[config.mk]
export PLATFORM = sky130hd
export DESIGN_NAME = auto_serial_buffer_transfer
export DESIGN_NICKNAME = d
export VERILOG_FILES = /design/src/hdl/asbt_pkg.sv /design/src/hdl/serial_byte_shifter.sv /design/src/hdl/auto_serial_buffer_transfer.sv
export SDC_FILE = /design/constraint.sdc
export NUM_CORES = 1
export LEC_CHECK = 0
export ABC_AREA = 1
export BUFFER_PORTS_ARGS = -buffer_cell sky130_fd_sc_hd__buf_2
export CORE_MARGIN = 3
export CORE_UTILIZATION = 40
export DETAILED_ROUTE_END_ITERATION = 6
export SETUP_SLACK_MARGIN = 0.2
export SYNTH_ARGS = -nofsm -noshare
export SYNTH_HDL_FRONTEND = slang
export SYNTH_HIERARCHICAL = 1
export SYNTH_SLANG_ARGS = --single-unit
[constraint.sdc]
create_clock -name clock -period 2.8 [get_ports clock]
set_clock_uncertainty 0.05 [all_clocks]
set_input_delay 0.42 -clock clock [delete_from_list [all_inputs] [get_ports clock]]
set_output_delay 0.42 -clock clock [all_outputs]
set_load 0.05 [all_outputs]
[src/hdl/asbt_pkg.sv]
// Constants, register map and state encoding of the automatic serial buffer transfer block.
package asbt_pkg;

   // ------------------------------------------------------------
   // Register indices (byte address is four times the index)
   // ------------------------------------------------------------
   localparam logic [15:0] IDX_INTERVAL = 16'hFF6B; // Transfer interval control.
   localparam logic [15:0] IDX_SHIFT = 16'hFF60; // Serial shift register.
   localparam logic [15:0] IDX_MODE = 16'hFF61; // Serial mode register.
   localparam logic [15:0] IDX_CTRL = 16'hFF62; // Auto transfer control.
   localparam logic [15:0] IDX_POINTER = 16'hFF63; // Buffer address pointer.
   localparam logic [15:0] IDX_IRQ = 16'hFF64; // Serial interrupt request flag.
   localparam logic [15:0] IDX_BUF_BASE = 16'hFAC0; // First buffer RAM byte.
   localparam logic [15:0] IDX_BUF_LAST = 16'hFADF; // Last buffer RAM byte.

   // ------------------------------------------------------------
   // Field positions and reset values
   // ------------------------------------------------------------
   localparam int MODE_SER_EN = 7; // Serial enable bit.
   localparam int MODE_AUTO_EN = 6; // Automatic mode enable.
   localparam int MODE_FXX_DIV2 = 0; // Timer clock is the system clock halved.
   localparam int CTRL_RELOAD = 0; // Auto reload select.
   localparam int CTRL_RX_ON = 1; // Receive enable.
   localparam int CTRL_ACTIVE = 3; // Transfer active flag, read only.
   localparam int CTRL_BUSY_OPT = 4; // Busy input option.
   localparam int CTRL_STROBE_OPT = 5; // Strobe output option.
   localparam int INT_EN = 7; // Interval control enable.
   localparam int IRQ_FLAG = 0; // Serial interrupt request flag.
   localparam logic [7:0] INT_WMASK = 8'h9F; // Bits 5 and 6 always read zero.
   localparam logic [7:0] RESET_BYTE = 8'h00; // Reset value of every register.

   // ------------------------------------------------------------
   // Interval timing, in timer clock periods
   // ------------------------------------------------------------
   localparam int GAP_UNIT_SHIFT = 6; // Each interval step is 2^6 periods.
   localparam int GAP_MIN_OFFSET = 28; // Least fixed part of the gap.
   localparam int GAP_MAX_OFFSET = 36; // Largest fixed part of the gap.
   localparam int GAP_PIPE = 3; // Cycles spent in store, load and start.
   localparam int GAP_OFFSET = (GAP_MIN_OFFSET + GAP_MAX_OFFSET) / 2 - GAP_PIPE;
   localparam int MIN_GAP_SCK = 2; // Least gap in serial clock periods.
   localparam int GAP_W = 14; // Width of the gap counter.

   // Transfer engine states, Gray coded from load through shift and store to gap.
   typedef enum logic [2:0] {
      ST_IDLE = 3'h0,
      ST_LOAD = 3'h1,
      ST_SHIFT = 3'h3,
      ST_STORE = 3'h2,
      ST_GAP = 3'h6
   } xfer_state_e;

endpackage

[src/hdl/serial_byte_shifter.sv]
// Eight-bit three-wire shifter, MSB first, clock idles high.
`timescale 1ns/1ps
`default_nettype none
module serial_byte_shifter #(
   parameter int SCK_HALF = 10
) (
   // Clock and reset.
   input wire logic clock,
   input wire logic sys_rst,
   // Byte side.
   input wire logic start,
   input wire logic [7:0] tx_byte,
   output logic [7:0] rx_byte,
   output logic done,
   // Line side.
   input wire logic serial_in,
   output logic sck,
   output logic sdo
);
   // ------------------------------------------------------------
   // Bit engine
   // ------------------------------------------------------------
   logic [15:0] half_cnt_reg; // Cycles elapsed in the current half period.
   logic [3:0] edge_cnt_reg; // Rising edges seen in this byte.
   logic run_reg; // A byte is on the wire.
   logic [7:0] sh_reg; // Shift register, transmit out of bit 7.
   wire half_end = (half_cnt_reg == 16'(SCK_HALF - 1));

   // Falling edge drives the next bit, rising edge samples the input.
   always_ff @(posedge clock) begin
      if (sys_rst) begin
         run_reg <= 1'b0;
         sck <= 1'b1;
         sdo <= 1'b0;
         done <= 1'b0;
         sh_reg <= 8'h00;
         rx_byte <= 8'h00;
         half_cnt_reg <= 16'h0000;
         edge_cnt_reg <= 4'h0;
      end else begin
         done <= 1'b0;
         if (start && !run_reg) begin
            run_reg <= 1'b1;
            sh_reg <= tx_byte;
            sdo <= tx_byte[7];
            half_cnt_reg <= 16'h0000;
            edge_cnt_reg <= 4'h0;
         end else if (run_reg) begin
            half_cnt_reg <= half_end ? 16'h0000 : half_cnt_reg + 16'h0001;
            if (half_end && sck) begin
               sck <= 1'b0;
               sdo <= sh_reg[7];
            end else if (half_end) begin
               sck <= 1'b1;
               sh_reg <= {sh_reg[6:0], serial_in};
               edge_cnt_reg <= edge_cnt_reg + 4'h1;
               if (edge_cnt_reg == 4'h7) begin
                  run_reg <= 1'b0;
                  done <= 1'b1;
                  rx_byte <= {sh_reg[6:0], serial_in};
               end
            end
         end
      end
   end
endmodule
`default_nettype wire

[src/hdl/auto_serial_buffer_transfer.sv]
// Automatic serial buffer transfer engine with a classic Wishbone register slave.
`timescale 1ns/1ps
`default_nettype none
module auto_serial_buffer_transfer #(
   parameter int SCK_HALF = 10,
   parameter int BUF_DEPTH = 32
) (
   // Clock and reset.
   input wire logic clock,
   input wire logic sys_rst,
   // Wishbone slave.
   input wire logic wb_cyc_i,
   input wire logic wb_stb_i,
   input wire logic wb_we_i,
   input wire logic [17:0] wb_adr_i,
   input wire logic [3:0] wb_sel_i,
   input wire logic [31:0] wb_dat_i,
   output logic [31:0] wb_dat_o,
   output logic wb_ack_o,
   // Serial link.
   input wire logic serial_in,
   input wire logic busy_in,
   output logic serial_clk_out,
   output logic serial_out_pin,
   output logic strobe_out_pin,
   output logic strobe_oe
);
   localparam int PTR_W = $clog2(BUF_DEPTH);

   // ------------------------------------------------------------
   // Registers and state
   // ------------------------------------------------------------
   logic [7:0] buf_mem [BUF_DEPTH]; // Shared buffer RAM.
   logic [7:0] interval_reg; // Transfer interval control.
   logic [7:0] mode_reg; // Serial mode register.
   logic [7:0] ctrl_reg; // Writable auto transfer control bits.
   logic [PTR_W-1:0] ptr_reg; // Buffer address pointer.
   logic [PTR_W-1:0] ptr_start_reg; // Pointer value at the trigger, for reload.
   logic [7:0] shift_view_reg; // Last byte seen by the shift register.
   logic active_reg; // Transfer active flag.
   logic irq_reg; // Serial interrupt request flag.
   logic auto_run_reg; // The current transfer uses the buffer.
   logic start_reg; // One-cycle start to the shifter.
   logic [7:0] tx_byte_reg; // Byte handed to the shifter.
   localparam int GAP_W_L = asbt_pkg::GAP_W;
   logic [GAP_W_L-1:0] gap_cnt_reg; // Cycles spent in the gap.
   asbt_pkg::xfer_state_e state_reg, state_next;
   wire [7:0] rx_byte;
   wire byte_done;
   wire shift_sdo;

   // ------------------------------------------------------------
   // Bus decode
   // ------------------------------------------------------------
   wire [15:0] idx = wb_adr_i[17:2];
   wire bus_req = wb_cyc_i && wb_stb_i && !wb_ack_o;
   wire bus_wr = bus_req && wb_we_i && wb_sel_i[0];
   wire ram_hit = (idx >= asbt_pkg::IDX_BUF_BASE) && (idx <= asbt_pkg::IDX_BUF_LAST);
   wire [15:0] ram_off = idx - asbt_pkg::IDX_BUF_BASE;
   wire [PTR_W-1:0] cpu_ram_idx = ram_off[PTR_W-1:0];
   // The CPU owns the buffer in any cycle it addresses it while no ack is out.
   wire cpu_ram_busy = bus_req && ram_hit;
   wire ram_ok = !cpu_ram_busy;
   wire wr_shift = bus_wr && (idx == asbt_pkg::IDX_SHIFT);
   wire wr_mode = bus_wr && (idx == asbt_pkg::IDX_MODE);
   wire wr_ctrl = bus_wr && (idx == asbt_pkg::IDX_CTRL);
   wire wr_ptr = bus_wr && (idx == asbt_pkg::IDX_POINTER);
   wire wr_int = bus_wr && (idx == asbt_pkg::IDX_INTERVAL);
   wire wr_irq = bus_wr && (idx == asbt_pkg::IDX_IRQ);
   // A shift write while enabled and not active starts a sequence; its data is sent only when automatic mode is off.
   wire trigger = wr_shift && mode_reg[asbt_pkg::MODE_SER_EN] && !active_reg;
   wire auto_sel = mode_reg[asbt_pkg::MODE_AUTO_EN];
   wire rx_on = ctrl_reg[asbt_pkg::CTRL_RX_ON];
   wire reload = ctrl_reg[asbt_pkg::CTRL_RELOAD];
   wire int_en = interval_reg[asbt_pkg::INT_EN];
   wire busy_opt = ctrl_reg[asbt_pkg::CTRL_BUSY_OPT];
   wire [7:0] ctrl_view = ctrl_reg | (8'(active_reg) << asbt_pkg::CTRL_ACTIVE);

   // Read data selection; unmapped words read as zero.
   wire [7:0] rd_byte =
      ram_hit ? buf_mem[cpu_ram_idx] :
      (idx == asbt_pkg::IDX_INTERVAL) ? interval_reg :
      (idx == asbt_pkg::IDX_SHIFT) ? shift_view_reg :
      (idx == asbt_pkg::IDX_MODE) ? mode_reg :
      (idx == asbt_pkg::IDX_CTRL) ? ctrl_view :
      (idx == asbt_pkg::IDX_POINTER) ? 8'(ptr_reg) :
      (idx == asbt_pkg::IDX_IRQ) ? 8'(irq_reg) : 8'h00;

   // ------------------------------------------------------------
   // Gap timing
   // ------------------------------------------------------------
   // Steps of 2^6 timer periods, doubled when the timer runs at half rate.
   wire [GAP_W_L-1:0] n_plus1 = GAP_W_L'(interval_reg[4:0]) + GAP_W_L'(1);
   wire [GAP_W_L-1:0] gap_fxx = (n_plus1 << asbt_pkg::GAP_UNIT_SHIFT)
      + GAP_W_L'(asbt_pkg::GAP_OFFSET);
   wire [GAP_W_L-1:0] gap_sys = mode_reg[asbt_pkg::MODE_FXX_DIV2] ?
      (gap_fxx << 1) : gap_fxx;
   wire [GAP_W_L-1:0] gap_floor = GAP_W_L'(asbt_pkg::MIN_GAP_SCK * 2 * SCK_HALF);
   wire [GAP_W_L-1:0] gap_target = (gap_sys < gap_floor) ? gap_floor : gap_sys;
   // Longest timed part that the interval rule allows, used only by the checks.
   wire [GAP_W_L-1:0] gap_rule_fxx = (n_plus1 << asbt_pkg::GAP_UNIT_SHIFT)
      + GAP_W_L'(asbt_pkg::GAP_MAX_OFFSET);
   wire [GAP_W_L-1:0] gap_rule_max = mode_reg[asbt_pkg::MODE_FXX_DIV2] ?
      (gap_rule_fxx << 1) : gap_rule_fxx;
   wire gap_over = int_en ? (gap_cnt_reg >= gap_target - GAP_W_L'(1)) : !busy_in;
   wire last_byte = !auto_run_reg || (ptr_reg == '0);
   wire need_gap = int_en || busy_opt;

   // ------------------------------------------------------------
   // Transfer sequencer
   // ------------------------------------------------------------
   // Next state: load, shift, store, optional gap, back to load.
   always_comb begin
      state_next = state_reg;
      case (state_reg)
         asbt_pkg::ST_IDLE: begin
            if (trigger) begin
               state_next = asbt_pkg::ST_LOAD;
            end
         end
         asbt_pkg::ST_LOAD: begin
            if (ram_ok) begin
               state_next = asbt_pkg::ST_SHIFT;
            end
         end
         asbt_pkg::ST_SHIFT: begin
            if (byte_done) begin
               state_next = asbt_pkg::ST_STORE;
            end
         end
         asbt_pkg::ST_STORE: begin
            if (!ram_ok) begin
               state_next = asbt_pkg::ST_STORE;
            end else if (last_byte && !(reload && auto_run_reg)) begin
               state_next = asbt_pkg::ST_IDLE;
            end else begin
               state_next = need_gap ? asbt_pkg::ST_GAP : asbt_pkg::ST_LOAD;
            end
         end
         asbt_pkg::ST_GAP: begin
            if (gap_over) begin
               state_next = asbt_pkg::ST_LOAD;
            end
         end
         default: begin
            state_next = asbt_pkg::ST_IDLE;
         end
      endcase
   end

   // State, gap counter and shifter start.
   always_ff @(posedge clock) begin
      if (sys_rst) begin
         state_reg <= asbt_pkg::ST_IDLE;
         gap_cnt_reg <= '0;
         start_reg <= 1'b0;
         tx_byte_reg <= 8'h00;
      end else begin
         state_reg <= state_next;
         gap_cnt_reg <= (state_reg == asbt_pkg::ST_GAP) ? gap_cnt_reg + GAP_W_L'(1) : '0;
         start_reg <= (state_reg == asbt_pkg::ST_LOAD) && ram_ok;
         if ((state_reg == asbt_pkg::ST_LOAD) && ram_ok) begin
            // In automatic mode the byte at base plus pointer goes to the shifter.
            tx_byte_reg <= auto_run_reg ? buf_mem[ptr_reg] : shift_view_reg;
         end
      end
   end

   // Control flags: active, interrupt and the automatic-run latch.
   always_ff @(posedge clock) begin
      if (sys_rst) begin
         active_reg <= 1'b0;
         irq_reg <= 1'b0;
         auto_run_reg <= 1'b0;
      end else begin
         if (trigger) begin
            active_reg <= 1'b1;
            auto_run_reg <= auto_sel;
         end else if (state_reg == asbt_pkg::ST_STORE && ram_ok && last_byte
                      && !(reload && auto_run_reg)) begin
            active_reg <= 1'b0;
         end
         // A new request wins over a software clear in the same cycle.
         if (state_reg == asbt_pkg::ST_STORE && ram_ok && last_byte && !reload) begin
            irq_reg <= 1'b1;
         end else if (wr_irq && wb_dat_i[asbt_pkg::IRQ_FLAG]) begin
            irq_reg <= 1'b0;
         end
      end
   end

   // Pointer: software load while idle, hardware decrement after each automatic store, back to the start value after the store at zero.
   always_ff @(posedge clock) begin
      if (sys_rst) begin
         ptr_reg <= '0;
         ptr_start_reg <= '0;
      end else if (trigger) begin
         ptr_start_reg <= ptr_reg;
      end else if (state_reg == asbt_pkg::ST_STORE && ram_ok && auto_run_reg) begin
         // Store first, then decrement, then the next load.
         ptr_reg <= (ptr_reg == '0) ? ptr_start_reg : ptr_reg - PTR_W'(1);
      end else if (wr_ptr && !active_reg) begin
         ptr_reg <= wb_dat_i[PTR_W-1:0];
      end
   end

   // Buffer RAM: CPU writes, or the received byte over the byte just sent.
   always_ff @(posedge clock) begin
      if (cpu_ram_busy && wb_we_i && wb_sel_i[0]) begin
         if (ram_hit) begin
            buf_mem[cpu_ram_idx] <= wb_dat_i[7:0];
         end
      end else if (state_reg == asbt_pkg::ST_STORE && auto_run_reg && rx_on) begin
         buf_mem[ptr_reg] <= rx_byte;
      end
   end

   // Software registers and the shift register view.
   always_ff @(posedge clock) begin
      if (sys_rst) begin
         interval_reg <= asbt_pkg::RESET_BYTE;
         mode_reg <= asbt_pkg::RESET_BYTE;
         ctrl_reg <= asbt_pkg::RESET_BYTE;
         shift_view_reg <= asbt_pkg::RESET_BYTE;
      end else begin
         if (wr_int) begin
            interval_reg <= wb_dat_i[7:0] & asbt_pkg::INT_WMASK;
         end
         if (wr_mode) begin
            mode_reg <= wb_dat_i[7:0];
         end
         if (wr_ctrl) begin
            ctrl_reg <= wb_dat_i[7:0] & ~(8'h01 << asbt_pkg::CTRL_ACTIVE);
         end
         if (state_reg == asbt_pkg::ST_STORE) begin
            shift_view_reg <= rx_byte;
         end else if (wr_shift && !active_reg) begin
            shift_view_reg <= wb_dat_i[7:0];
         end
      end
   end

   // Bus answer one cycle after the request, and the line outputs.
   always_ff @(posedge clock) begin
      if (sys_rst) begin
         wb_ack_o <= 1'b0;
         wb_dat_o <= 32'h0000_0000;
         serial_out_pin <= 1'b0;
         strobe_out_pin <= 1'b0;
         strobe_oe <= 1'b0;
      end else begin
         wb_ack_o <= bus_req;
         wb_dat_o <= {24'h00_0000, rd_byte};
         serial_out_pin <= active_reg ? shift_sdo : 1'b0;
         strobe_oe <= ctrl_reg[asbt_pkg::CTRL_STROBE_OPT];
         strobe_out_pin <= ctrl_reg[asbt_pkg::CTRL_STROBE_OPT] && byte_done;
      end
   end

   // ------------------------------------------------------------
   // Shifter
   // ------------------------------------------------------------
   serial_byte_shifter #(
      .SCK_HALF(SCK_HALF)
   ) u_shifter (
      .clock(clock),
      .sys_rst(sys_rst),
      .start(start_reg),
      .tx_byte(tx_byte_reg),
      .rx_byte(rx_byte),
      .done(byte_done),
      .serial_in(serial_in),
      .sck(serial_clk_out),
      .sdo(shift_sdo)
   );

   // ------------------------------------------------------------
   // Checks
   // ------------------------------------------------------------
   property p_out_low;
      @(posedge clock) disable iff (sys_rst) !active_reg |=> !serial_out_pin;
   endproperty
   a_out_low: assert property (p_out_low) else $error("data out not low while idle");

   property p_start;
      @(posedge clock) disable iff (sys_rst) trigger |=> active_reg && state_reg == asbt_pkg::ST_LOAD;
   endproperty
   a_start: assert property (p_start) else $error("trigger did not start");

   property p_end;
      @(posedge clock) disable iff (sys_rst)
         (state_reg == asbt_pkg::ST_STORE && ram_ok && last_byte && !reload)
         |=> !active_reg && irq_reg && state_reg == asbt_pkg::ST_IDLE;
   endproperty
   a_end: assert property (p_end) else $error("end of sequence not flagged");

   property p_dec;
      @(posedge clock) disable iff (sys_rst)
         (state_reg == asbt_pkg::ST_STORE && ram_ok && auto_run_reg && ptr_reg != '0)
         |=> ptr_reg == $past(ptr_reg) - PTR_W'(1);
   endproperty
   a_dec: assert property (p_dec) else $error("pointer not decremented");

   property p_store;
      @(posedge clock) disable iff (sys_rst)
         (state_reg == asbt_pkg::ST_STORE && ram_ok && auto_run_reg && rx_on)
         |=> buf_mem[$past(ptr_reg)] == $past(rx_byte);
   endproperty
   a_store: assert property (p_store) else $error("received byte not stored");

   property p_load;
      @(posedge clock) disable iff (sys_rst)
         (state_reg == asbt_pkg::ST_LOAD && ram_ok && auto_run_reg)
         |=> start_reg && tx_byte_reg == $past(buf_mem[ptr_reg]);
   endproperty
   a_load: assert property (p_load) else $error("wrong byte loaded");

   property p_no_gap;
      @(posedge clock) disable iff (sys_rst)
         (state_reg == asbt_pkg::ST_STORE && ram_ok && !last_byte && !int_en && !busy_opt)
         |=> state_reg == asbt_pkg::ST_LOAD;
   endproperty
   a_no_gap: assert property (p_no_gap) else $error("gap without interval");

   property p_gap_len;
      @(posedge clock) disable iff (sys_rst)
         (state_reg == asbt_pkg::ST_GAP && int_en)
         |-> (gap_cnt_reg < gap_rule_max || gap_cnt_reg < gap_floor)
             ##1 ($past(gap_over) || state_reg == asbt_pkg::ST_GAP);
   endproperty
   a_gap_len: assert property (p_gap_len) else $error("interval gap length wrong");

   property p_busy_ignored;
      @(posedge clock) disable iff (sys_rst)
         (state_reg == asbt_pkg::ST_GAP && int_en && gap_cnt_reg == gap_target - GAP_W_L'(1))
         |=> state_reg == asbt_pkg::ST_LOAD;
   endproperty
   a_busy_ignored: assert property (p_busy_ignored) else $error("busy stalled timed gap");

endmodule
`default_nettype wire

; Word-level counts from Yosys, hierarchy flattened
; Memory sizes are Yosys's and may differ from the RTL's. A register that Yosys moved wholly into a read port is not among the register bits.
; Index checks and enable logic that the tools add are counted.
[word_totals]
register_bits = 144
ramBits = 256
inputBits = 61
output_inout_bits = 37
wordCells = 184
mem_count = 1
[memory_table]
columns = memory, words, word_bits, rd, rd_clocked_by_memory_dff, wr, line
row1 = buf_mem, 32, 8, 2, 1, 1, auto_serial_buffer_transfer.sv:33  ; logic [7:0] buf_mem [BUF_DEPTH];
[op_classes]
add_sub_neg = 8
magnitude_cmp = 4
n_eq_ne = 17
n_mux = 55
bitwise = 8
n_reduce_logical = 64
[op_table]
columns = op, n
row1 = 8-bit 2-to-1 mux, 13
row2 = "16-bit == test, second input constant", 6
row3 = 5-bit 2-to-1 mux, 7
row4 = 1-bit logical AND, 32
row5 = 14-bit 2-to-1 mux, 2
row6 = 1-bit 2-to-1 mux, 24
row7 = 3-bit 2-to-1 mux, 7
row8 = "16-bit by 1-bit adder with 16-bit output, second input constant", 1
row9 = "16-bit by 4-bit == test with 1-bit output, second input constant", 1
row10 = "16-bit greater-or-equal comparator, second input constant", 1
row11 = "16-bit <= comparator, second input constant", 1
row12 = 16-bit 2-to-1 mux, 1
row13 = 2-bit nonzero test, 8
row14 = 3-bit one-hot mux with 5 select lines, 1
row15 = "14-bit by 1-bit adder with 14-bit output, second input constant", 1
row16 = 14-bit greater-or-equal comparator, 1
row17 = "14-bit by 6-bit less-than comparator with 1-bit output, second input constant", 1
row18 = "14-bit by 1-bit subtractor with 14-bit output, second input constant", 1
row19 = "12-bit by 5-bit adder with 13-bit output, second input constant", 1
row20 = "5-bit by 1-bit subtractor with 5-bit output, second input constant", 2
row21 = 3-bit AND reduction, 3
row22 = 1-bit zero test, 8
row23 = 8-bit by 4-bit bitwise OR with 8-bit output, 1
row24 = 8-bit OR reduction, 1
row25 = 17 further kinds, 31

; Depth between registers and ports, before layout
; Gate-level depths: netlist of run 1.
[logic_depth]
ltp_word = 11
depth_mapped = 23

; Cells and area by module
; Netlist of run 1, hierarchy kept.
[by_module_without_submodules]
columns = mod, n_inst, cells_each, area_per_inst_um2, seq_area_each_um2
row1 = auto_serial_buffer_transfer, 1, 2167, 17450.5, 9389.0
row2 = serial_byte_shifter, 1, 292, 1975.6, 800.8

; Worst setup path after synthesis of run 1
; Ideal clock, no wire load.
[synth_timing]
kind = register to register
start = register wb_ack_o
end = memory buf_mem[0][2] (data pin)
t_arrival_ns = 2.569
required_time_ns = 2.373
path_slack_ns = -0.196
path_stages_with_launch = 10
synth_period_minus_slack_ns = 2.996
cell_sequence = dfxtp_1 > nor2_1 > nand3_1 > inv_2 > nand3_4 > nand2_4 > buf_6 > clkbuf_1 > nor2_1 > a21oi_1
[synth_between]
elab_chain_cells = 9
[synth_rtl]
columns = item, line
row1 = from (decl), auto_serial_buffer_transfer.sv:19  ; output logic wb_ack_o,
row2 = from (signal assigned), auto_serial_buffer_transfer.sv:252  ; wb_ack_o <= bus_req;
row3 = 1-bit zero test, auto_serial_buffer_transfer.sv:56  ; wire bus_req = wb_cyc_i && wb_stb_i && !wb_ack_o;
row4 = 1-bit logical AND, auto_serial_buffer_transfer.sv:56
row5 = 1-bit logical AND, auto_serial_buffer_transfer.sv:62  ; wire cpu_ram_busy = bus_req && ram_hit;
row6 = 1-bit logical AND (2 in a row), auto_serial_buffer_transfer.sv:209  ; if (cpu_ram_busy && wb_we_i && wb_sel_i[0]) begin
row7 = 1-bit 2-to-1 mux, auto_serial_buffer_transfer.sv:209
row8 = 1-bit 2-to-1 mux (implied by the code), auto_serial_buffer_transfer.sv:214  ; buf_mem[ptr_reg] <= rx_byte;
row9 = 8-bit OR reduction (no line), n/a
row10 = 8-bit 2-to-1 mux (no line), n/a
row11 = to (decl), auto_serial_buffer_transfer.sv:33
; No other way between the ends.

; Worst setup path after layout of run 1
[layout_timing]
start = register interval_reg[1]
end = register state_reg[1]
[layout_between]
elab_chain_cells = 10
[layout_rtl]
columns = item, line
row1 = from (decl), auto_serial_buffer_transfer.sv:34  ; logic [7:0] interval_reg;
row2 = from (signal assigned), auto_serial_buffer_transfer.sv:221  ; interval_reg <= asbt_pkg::RESET_BYTE;
row3 = from (signal assigned), auto_serial_buffer_transfer.sv:227  ; interval_reg <= wb_dat_i[7:0] & asbt_pkg::INT_WMASK;
row4 = 5-bit by 1-bit adder with 6-bit output (*), auto_serial_buffer_transfer.sv:93  ; wire [GAP_W_L-1:0] n_plus1 = GAP_W_L'(interval_reg[4:0]) + GAP_W_L'(1);
row5 = 12-bit by 5-bit adder with 13-bit output (*), auto_serial_buffer_transfer.sv:95  ; + GAP_W_L'(asbt_pkg::GAP_OFFSET);
row6 = 14-bit 2-to-1 mux (*), auto_serial_buffer_transfer.sv:96  ; wire [GAP_W_L-1:0] gap_sys = mode_reg[asbt_pkg::MODE_FXX_DIV2] ?
row7 = 14-bit by 6-bit less-than comparator with 1-bit output, auto_serial_buffer_transfer.sv:99  ; wire [GAP_W_L-1:0] gap_target = (gap_sys < gap_floor) ? gap_floor : gap_sys;
row8 = 14-bit 2-to-1 mux (*), auto_serial_buffer_transfer.sv:99
row9 = 14-bit by 1-bit subtractor with 14-bit output (*), auto_serial_buffer_transfer.sv:105  ; wire gap_over = int_en ? (gap_cnt_reg >= gap_target - GAP_W_L'(1)) : !busy_in;
row10 = 14-bit greater-or-equal comparator (*), auto_serial_buffer_transfer.sv:105
row11 = 1-bit 2-to-1 mux (*), auto_serial_buffer_transfer.sv:105
row12 = 2-bit != test (no line) (*), n/a
row13 = 4-bit AND reduction (no line) (*), n/a
row14 = to (signal assigned), auto_serial_buffer_transfer.sv:154  ; state_reg <= asbt_pkg::ST_IDLE;
row15 = to (signal assigned), auto_serial_buffer_transfer.sv:159  ; state_reg <= state_next;
row16 = to (decl), auto_serial_buffer_transfer.sv:47  ; asbt_pkg::xfer_state_e state_reg, state_next;
; Mark *: on every way between the ends. The rest lies on a longest branch, timed or not.
; A chain may end at the register's enable or synchronous reset.

==> results of run 1 <==
-- area by class of cell --
class                           count  area [sq um]  area share [%]
Clock inverter                     21         152.6          0.6807
Multi-Input combinational cell   1808          8300           37.01
Sequential cell                   381         10200           45.48
Tap cell                          615         769.5           3.431
Timing Repair Buffer              163          1292           5.764
Inverter                          156         588.1           2.622
Clock buffer                       53          1124           5.010
-- metal layers --
metal,vias up,GRT usage (%),wire (um)
li1,8295,-,-
met1,8110,32.09,26080
met2,698,38.85,27990
met3,150,4.065,4970
met4,2,11.24,2892
met5,-,0,9
-- through the flow --
stage / TNS, ps / total power (W) / setup WS [ps] / hold slack [ps] / instance area (sq um)
after global routing: -413.5 / 0.01311 / -191.7 / 54.28 / 22430
after floorplan: -20900 / 0.007061 / -196.3 / 365.3 / 19510
after detailed placement: -58.41 / 0.007459 / -58.41 / 385.9 / 20900
final: 0 / 0.01264 / 84.39 / 58.58 / 22430
after global placement: -34.10 / 0.007444 / -34.10 / 378.7 / 20900
after CTS: 0 / 0.01274 / 7.314 / 30.84 / 22270
-- worst paths after layout --
path,startpoint,to,cells past startpoint
worst max-delay path,interval_reg[1],state_reg[1],23
worst min-delay path,wb_stb_i,wb_ack_o,3
worst max register to register,interval_reg[1],state_reg[1],23
worst min register to register,ptr_start_reg[1],ptr_start_reg[1],2
-- cell usage after synthesis (all sizes together) (4+ instances only) --
| library cell | n |
|---|---|
| edfxtp | 256 |
| buf | 49 |
| clkbuf | 88 |
| o211ai | 4 |
| dfxtp | 125 |
| nand3 | 273 |
| nor2 | 221 |
| xor2 | 7 |
| ha | 20 |
| o21ai | 110 |
| a31oi | 11 |
| a22oi | 12 |
| or2 | 4 |
| inv | 153 |
| nand4 | 37 |
| nor3 | 28 |
| nand2 | 904 |
| a21oi | 130 |
| o31ai | 7 |
-- worst max-delay path, stage by stage, from the launching register on --
cell	delay (ps)
dfxtp_2	340
buf_4	140
nand3_4	90
nor2_2	110
nand2_1	70
nand2_1	60
o21ai_1	100
nand3_2	100
nor2_1	50
nor2_1	150
inv_2	80
buf_6	120
buf_4	110
buf_4	120
ha_1	270
nand4_1	100
nor2_1	100
nand2_1	50
nand4_1	100
nand2_1	70
nand2_2	70
nand3_1	60
nand2_1	70
inv_1	30
-- cells in the final DEF, fill, tap and decap left out, types with 6 or more instances in the layout --
master | Yosys | layout
a21oi_1 | 130 | 126
a22oi_1 | 12 | 12
a31oi_1 | 11 | 11
buf_12 | 0 | 14
buf_2 | 9 | 44
buf_4 | 25 | 104
clkbuf_1 | 88 | 9
clkbuf_16 | 0 | 43
clkinv_1 | 3 | 9
clkinv_2 | 0 | 10
conb_1 | 1 | 24
dfxtp_1 | 125 | 120
edfxtp_1 | 256 | 256
ha_1 | 20 | 15
inv_1 | 140 | 136
inv_2 | 13 | 16
nand2_1 | 897 | 893
nand2_2 | 5 | 9
nand3_1 | 268 | 265
nand3_4 | 1 | 6
nand4_1 | 36 | 36
nor2_1 | 213 | 212
nor3_1 | 26 | 25
o21ai_0 | 100 | 97
o21ai_1 | 9 | 7
o31ai_1 | 7 | 7
-- report_power, final --
| part | switching, W | total, W | internal, W |
|---|---|---|---|
| clock | 0.00227 | 0.00528 | 0.00301 |
| combinational | 0.000817 | 0.00113 | 0.000318 |
| sequential | 0.000102 | 0.00623 | 0.00613 |
-- cell families after synthesis --
family                     synth area share, %
xor gates and xnor gates                0.3607
DFF                                      52.45
AOI/OAI and AO/OA                        7.839
and+or+nand+nor                          31.71
other                                  0.01930
muxes                                  0.05153
buffers and inverters                    6.280
adders and majority gates                1.288
-- timing repair --
action	in CTS	in global routing
pin swaps	13	16
setup buffers	8	1
hold endpoints to repair	0	0
setup endpoints to repair	3	195
gates resized for setup	9	27
==> results.md, run 1 <==
* Outcome: completed
* Starting DRT DRC Count at 1703
* Number of port buffers at 44
* Slew margin rel. at 51.72%
* Fin. Hold Viols at 0
* Finished Layout Cells at 3197
* Clock tree from TritonCTS: yes
* Worst EP arrival at 3120 ps
* Filler instances at 4654
* Area growth syn-to-layout at 15.44%
* Area leader, netlist: edfxtp_1
* Synth area leaders: edfxtp_1 (40%), nand2_1 (17%), dfxtp_1 (13%)
* Nets@finish at 2633
* Register area share after synthesis at 52.45%
* Worst VDD drop at 0.4115 mV
* Die Y at 226.4 um
* Top-area cell type share of the netlist area at 39.57%
* Die width at 226.4 um
* Vias in the first global route at 16540
* Cells after Synth at 2459
* Antenna cells at 0
* Count of different cell masters after synthesis at 47
* Residual DRC at 0
* Avg WL per Cell at 19.38 um
* Initial antenna violation count at 1
* Worst-Skew Late Latency at 570 ps
* I/O pins at 98
* Hold Crit Class: input pin to flip-flop
* H-Tree Depth at 2
* Cell Area, Synth at 0.01943 sq mm
* Clock tree buffer depth at 3
* RSZ-0062 raised after global routing: yes
* Reg clk slew, reported paths at 60 ps
* Clock root buffer: clkbuf_16
* Leakage at 9.268 nW
* Predominant post-synthesis flop cell: edfxtp_1
* Yosys warns at 6
* GPL Wtd Cong at 0.9687
* DR vias/cell at 5.397
* Crit end category: flip-flop
* PD cells at 563.8 mW/mm^2
* Grt ovf at 0
* TritonRoute pass-1 iters at 5
* Largest net degree at the start of global routing at 91
* Vias at 17255
* # rows at 80
* Period utilization at 96.99%
* Worst setup SP type: flip-flop
* Total GRT Usage at 24.18%
* Max frequency at 368.2 MHz
* Layout cells sized above 1 at 11.46%
* Syn avg cell area at 7.900 sq um
* Worst endpoint required time at 3200 ps
* Final Util at 46.87%
* Async SR Flop Fraction at 0%
* Slew @ Worst Pin at 724.2 ps
* Post-DRT Antenna Nets at 0
* R2R Setup Slk at 80 ps
* # hold bufs at CTS at 0
* Routed WL at 61940 um
* Max reg flops at 256
* Fin. max-slew vios at 0
* Max_cap viols at 0
* Clk sink count at 381
* Number of synthesized register bits at 381
* Initial Utilization at 40.60%
* DP Wirelength at 41500 um
* Post-synth EDFFs at 256
* CP Class: flip-flop to flip-flop
* Global-route wire length before repair at 94680 um
* Total Die Area at 0.05125 sq mm
* Core ar. at 0.04785 sq mm
* Post-route minimum period at 2716 ps
* CP max FO at 3
* CTS buffer count at 42
* Placed Instances at 3114
* # setup viols final at 0
Note: power is estimated with default switching activity, not from simulation.
==> run 2, diff against run 1 <==
Settings changed: RECOVER_POWER set to 25.
==> run 2 against run 1 <==
Non-clock buffer count unchanged. Sequential cell count unchanged. Via count increased by 0.13%. Fmax about the same. The run now ends with max-capacitance violations, max-slew violations left. Count of clock-buffer cells in the layout unchanged. First-iteration DRC count decreased by 1.3%.
==> results.md, run 2 (same netlist as run 1, synthesis figures left out) <==
* Initial antenna violation count at 1 (unchanged)
* Area growth syn-to-layout at 14.71%
* Commonest non-fill, non-tap cell in the layout: nand2_1
* Worst VDD drop at 0.4106 mV (-0.21%)
* Max_cap viols at 1 (+1)
* CP Class: flip-flop to flip-flop
* Final worst setup slack at 83.03 ps (-1.353 ps)
* Worst endpoint required time at 3200 ps (about the same)
* Antenna cells at 0 (unchanged)
* Critical Path Slowest Stage Cell: dfxtp_2
* Hold Path Stages at 3 (unchanged)
* Hold slack final at 55.83 ps (-2.747 ps)
* Number of port buffers at 44 (unchanged)
* Total GRT Usage at 24.18% (unchanged)
* Routed WL at 61870 um (-0.12%)
* Starting DRT DRC Count at 1681 (-1.3%)
* DP Wirelength at 41500 um (unchanged)
* Most common cell on crit path: nand2_1
* Slew @ Worst Pin at 1926 ps (+1201 ps)
* H-Tree Depth at 2 (unchanged)
* Clock tree buffer depth at 3 (unchanged)
* Max frequency at 368.1 MHz (about the same)
* CTS buffer count at 42 (unchanged)
* Cell area after layout at 0.02228 sq mm (-0.63%)
* Reg clk slew, reported paths at 60 ps (about the same)
* Fin. Hold Viols at 0 (unchanged)
* Initial Utilization at 40.60% (unchanged)
* I/O pins at 98 (unchanged)
* Slowest Stage Delay on Critical Path at 340 ps (about the same)
* Core ar. at 0.04785 sq mm (unchanged)
* Vias at 17277 (+0.13%)
* Placed Instances at 3114 (unchanged)
* Global-route wire length before repair at 94680 um (unchanged)
* Nets@finish at 2633 (unchanged)
* Hold Crit Class: input pin to flip-flop
* # rows at 80 (unchanged)
* Finished Layout Cells at 3197 (unchanged)
* PD cells at 566.4 mW/mm^2 (+0.46%)
* Crit end category: flip-flop
* Max reg flops at 256 (unchanged)
* Failing checks: max-capacitance violations, max-slew violations
* CP max FO at 3 (unchanged)
* GPL Wtd Cong at 0.9687 (unchanged)
* Vias in the first global route at 16540 (unchanged)
* Die Y at 226.4 um (unchanged)
* Fin. max-slew vios at 53 (+53)
* Residual DRC at 0 (unchanged)
* Clock tree from TritonCTS: yes
* Post-DRT Antenna Nets at 0 (unchanged)
* TritonRoute pass-1 iters at 6 (+1)
* Clk sink count at 381 (unchanged)
* Outcome: finished, violations left
* Post-route minimum period at 2717 ps (+1.353 ps)
* # setup viols final at 0 (unchanged)
* Slew margin rel. at -28.38% (-80 points)
* Fin Setup TNS at 0 ps (unchanged)
* R2R depth at 23 (unchanged)
* Total Die Area at 0.05125 sq mm (unchanged)
* RSZ-0062 raised after global routing: yes
* Die width at 226.4 um (unchanged)
* Levels on crit path at 23 (unchanged)
* Period utilization at 97.03% (about the same)
* DR vias/cell at 5.404 (+0.13%)
* Worst setup SP type: flip-flop
* Commonest cells after routing, fill and taps aside: nand2_1 (897), nand3_1 (266), edfxtp_1 (256)
* Pre-CTS setup slack at -58.41 ps (unchanged)
* Grt ovf at 0 (unchanged)
* Leakage at 9.145 nW (-1.3%)
* Layout cells sized above 1 at 10.38% (-1.1 points)
* Clock root buffer: clkbuf_16
* Area after DPL at 0.02090 sq mm (unchanged)
* Delay-heaviest family, CP: simple AND/OR/NAND/NOR gates
* Crit path buf inv count at 6 (unchanged)
* Largest net degree at the start of global routing at 91 (unchanged)
* Avg WL per Cell at 19.35 um (-0.12%)
* Worst-Skew Late Latency at 570 ps (about the same)
* Worst EP arrival at 3120 ps (about the same)
* CP Cell Sequence: buf_4 -> nand3_4 -> nor2_2 -> nand2_1 -> nand2_1 -> o21ai_1 -> nand3_2 -> nor2_1 -> nor2_1 -> inv_2 -> buf_6 -> buf_4 -> buf_4 -> ha_1 -> nand4_1 -> nor2_1 -> nand2_1 -> nand4_1 -> nand2_1 -> nand2_2 -> nand3_1 -> nand2_1 -> inv_1
-- run 2: changes by cell type in the layout (fill, tap and decap cells not counted), moves of 2 or more --
cell	delta
nand2_1	+4
nand2_2	-3
clkbuf_1	+16
buf_4	-4
nor2_1	+3
inv_2	-3
inv_1	+3
nor2_4	-2
buf_2	-14
clkbuf_4	+3
clkbuf_2	+2
buf_12	-3
-- run 2: worst paths after layout --
check | start | end | slack [ps]
worst max register to register | interval_reg[1] | state_reg[1] | 80
worst min register to register | ptr_start_reg[1] | ptr_start_reg[1] | 400
worst min-delay path | wb_stb_i | wb_ack_o | 60
worst max-delay path | interval_reg[1] | state_reg[1] | 80
-- run 2: area by class of cell --
cell class / instances / area [sq um]
multi-input combinational: 1808 / 8227
fill: 4681 / 25560
clock inverter: 21 / 152.6
tap: 615 / 769.5
timing repair buffer: 163 / 1225
clock buffer: 53 / 1124
sequential: 381 / 10200
inverter: 156 / 588.1
-- run 2: stage by stage --
step / util [%] / total power [W]
after CTS: 46.54 / 0.01274
after global routing: 46.57 / 0.01309
final: 46.57 / 0.01262
after floorplan: - / 0.007061
after global placement: 43.68 / 0.007444
after detailed placement: 43.68 / 0.007459
-- run 2: report_power, final --
part | internal, W | total, W | switching, W
clock | 0.00301 | 0.00528 | 0.00227
sequential | 0.00613 | 0.00623 | 0.000102
combinational | 0.000307 | 0.00111 | 0.000806
-- run 2: worst reg2reg max path, delay by kind of cell (launching register included) --
family	cells	cell delay, ps
adder cells (fa/ha/maj)	1	270
AND/OR/NAND/NOR	15	1260
flip-flops	1	340
buffers and inverters	6	610
AO/OA/AOI/OAI	1	100
-- run 2: per-layer routing --
layer / part of all wire [%] / vias to the layer above / GRT usage [%] / routed length, um
met1: 42 / 8088 / 32.09 / 25990
met4: 4.7 / 2 / 11.24 / 2931
met3: 8.2 / 151 / 4.065 / 5044
li1: - / 8288 / - / -
met5: 0.015 / - / 0 / 9
met2: 45 / 748 / 38.85 / 27900
-- run 2: timing repair --
item	4_1_cts	5_1_grt
buffers inserted	8	1
hold buffers	0	0
endpoints found under the hold margin	0	0
resized for setup	9	27
pin swaps	13	16
setup endpoints to repair	3	195
cloned	0	0
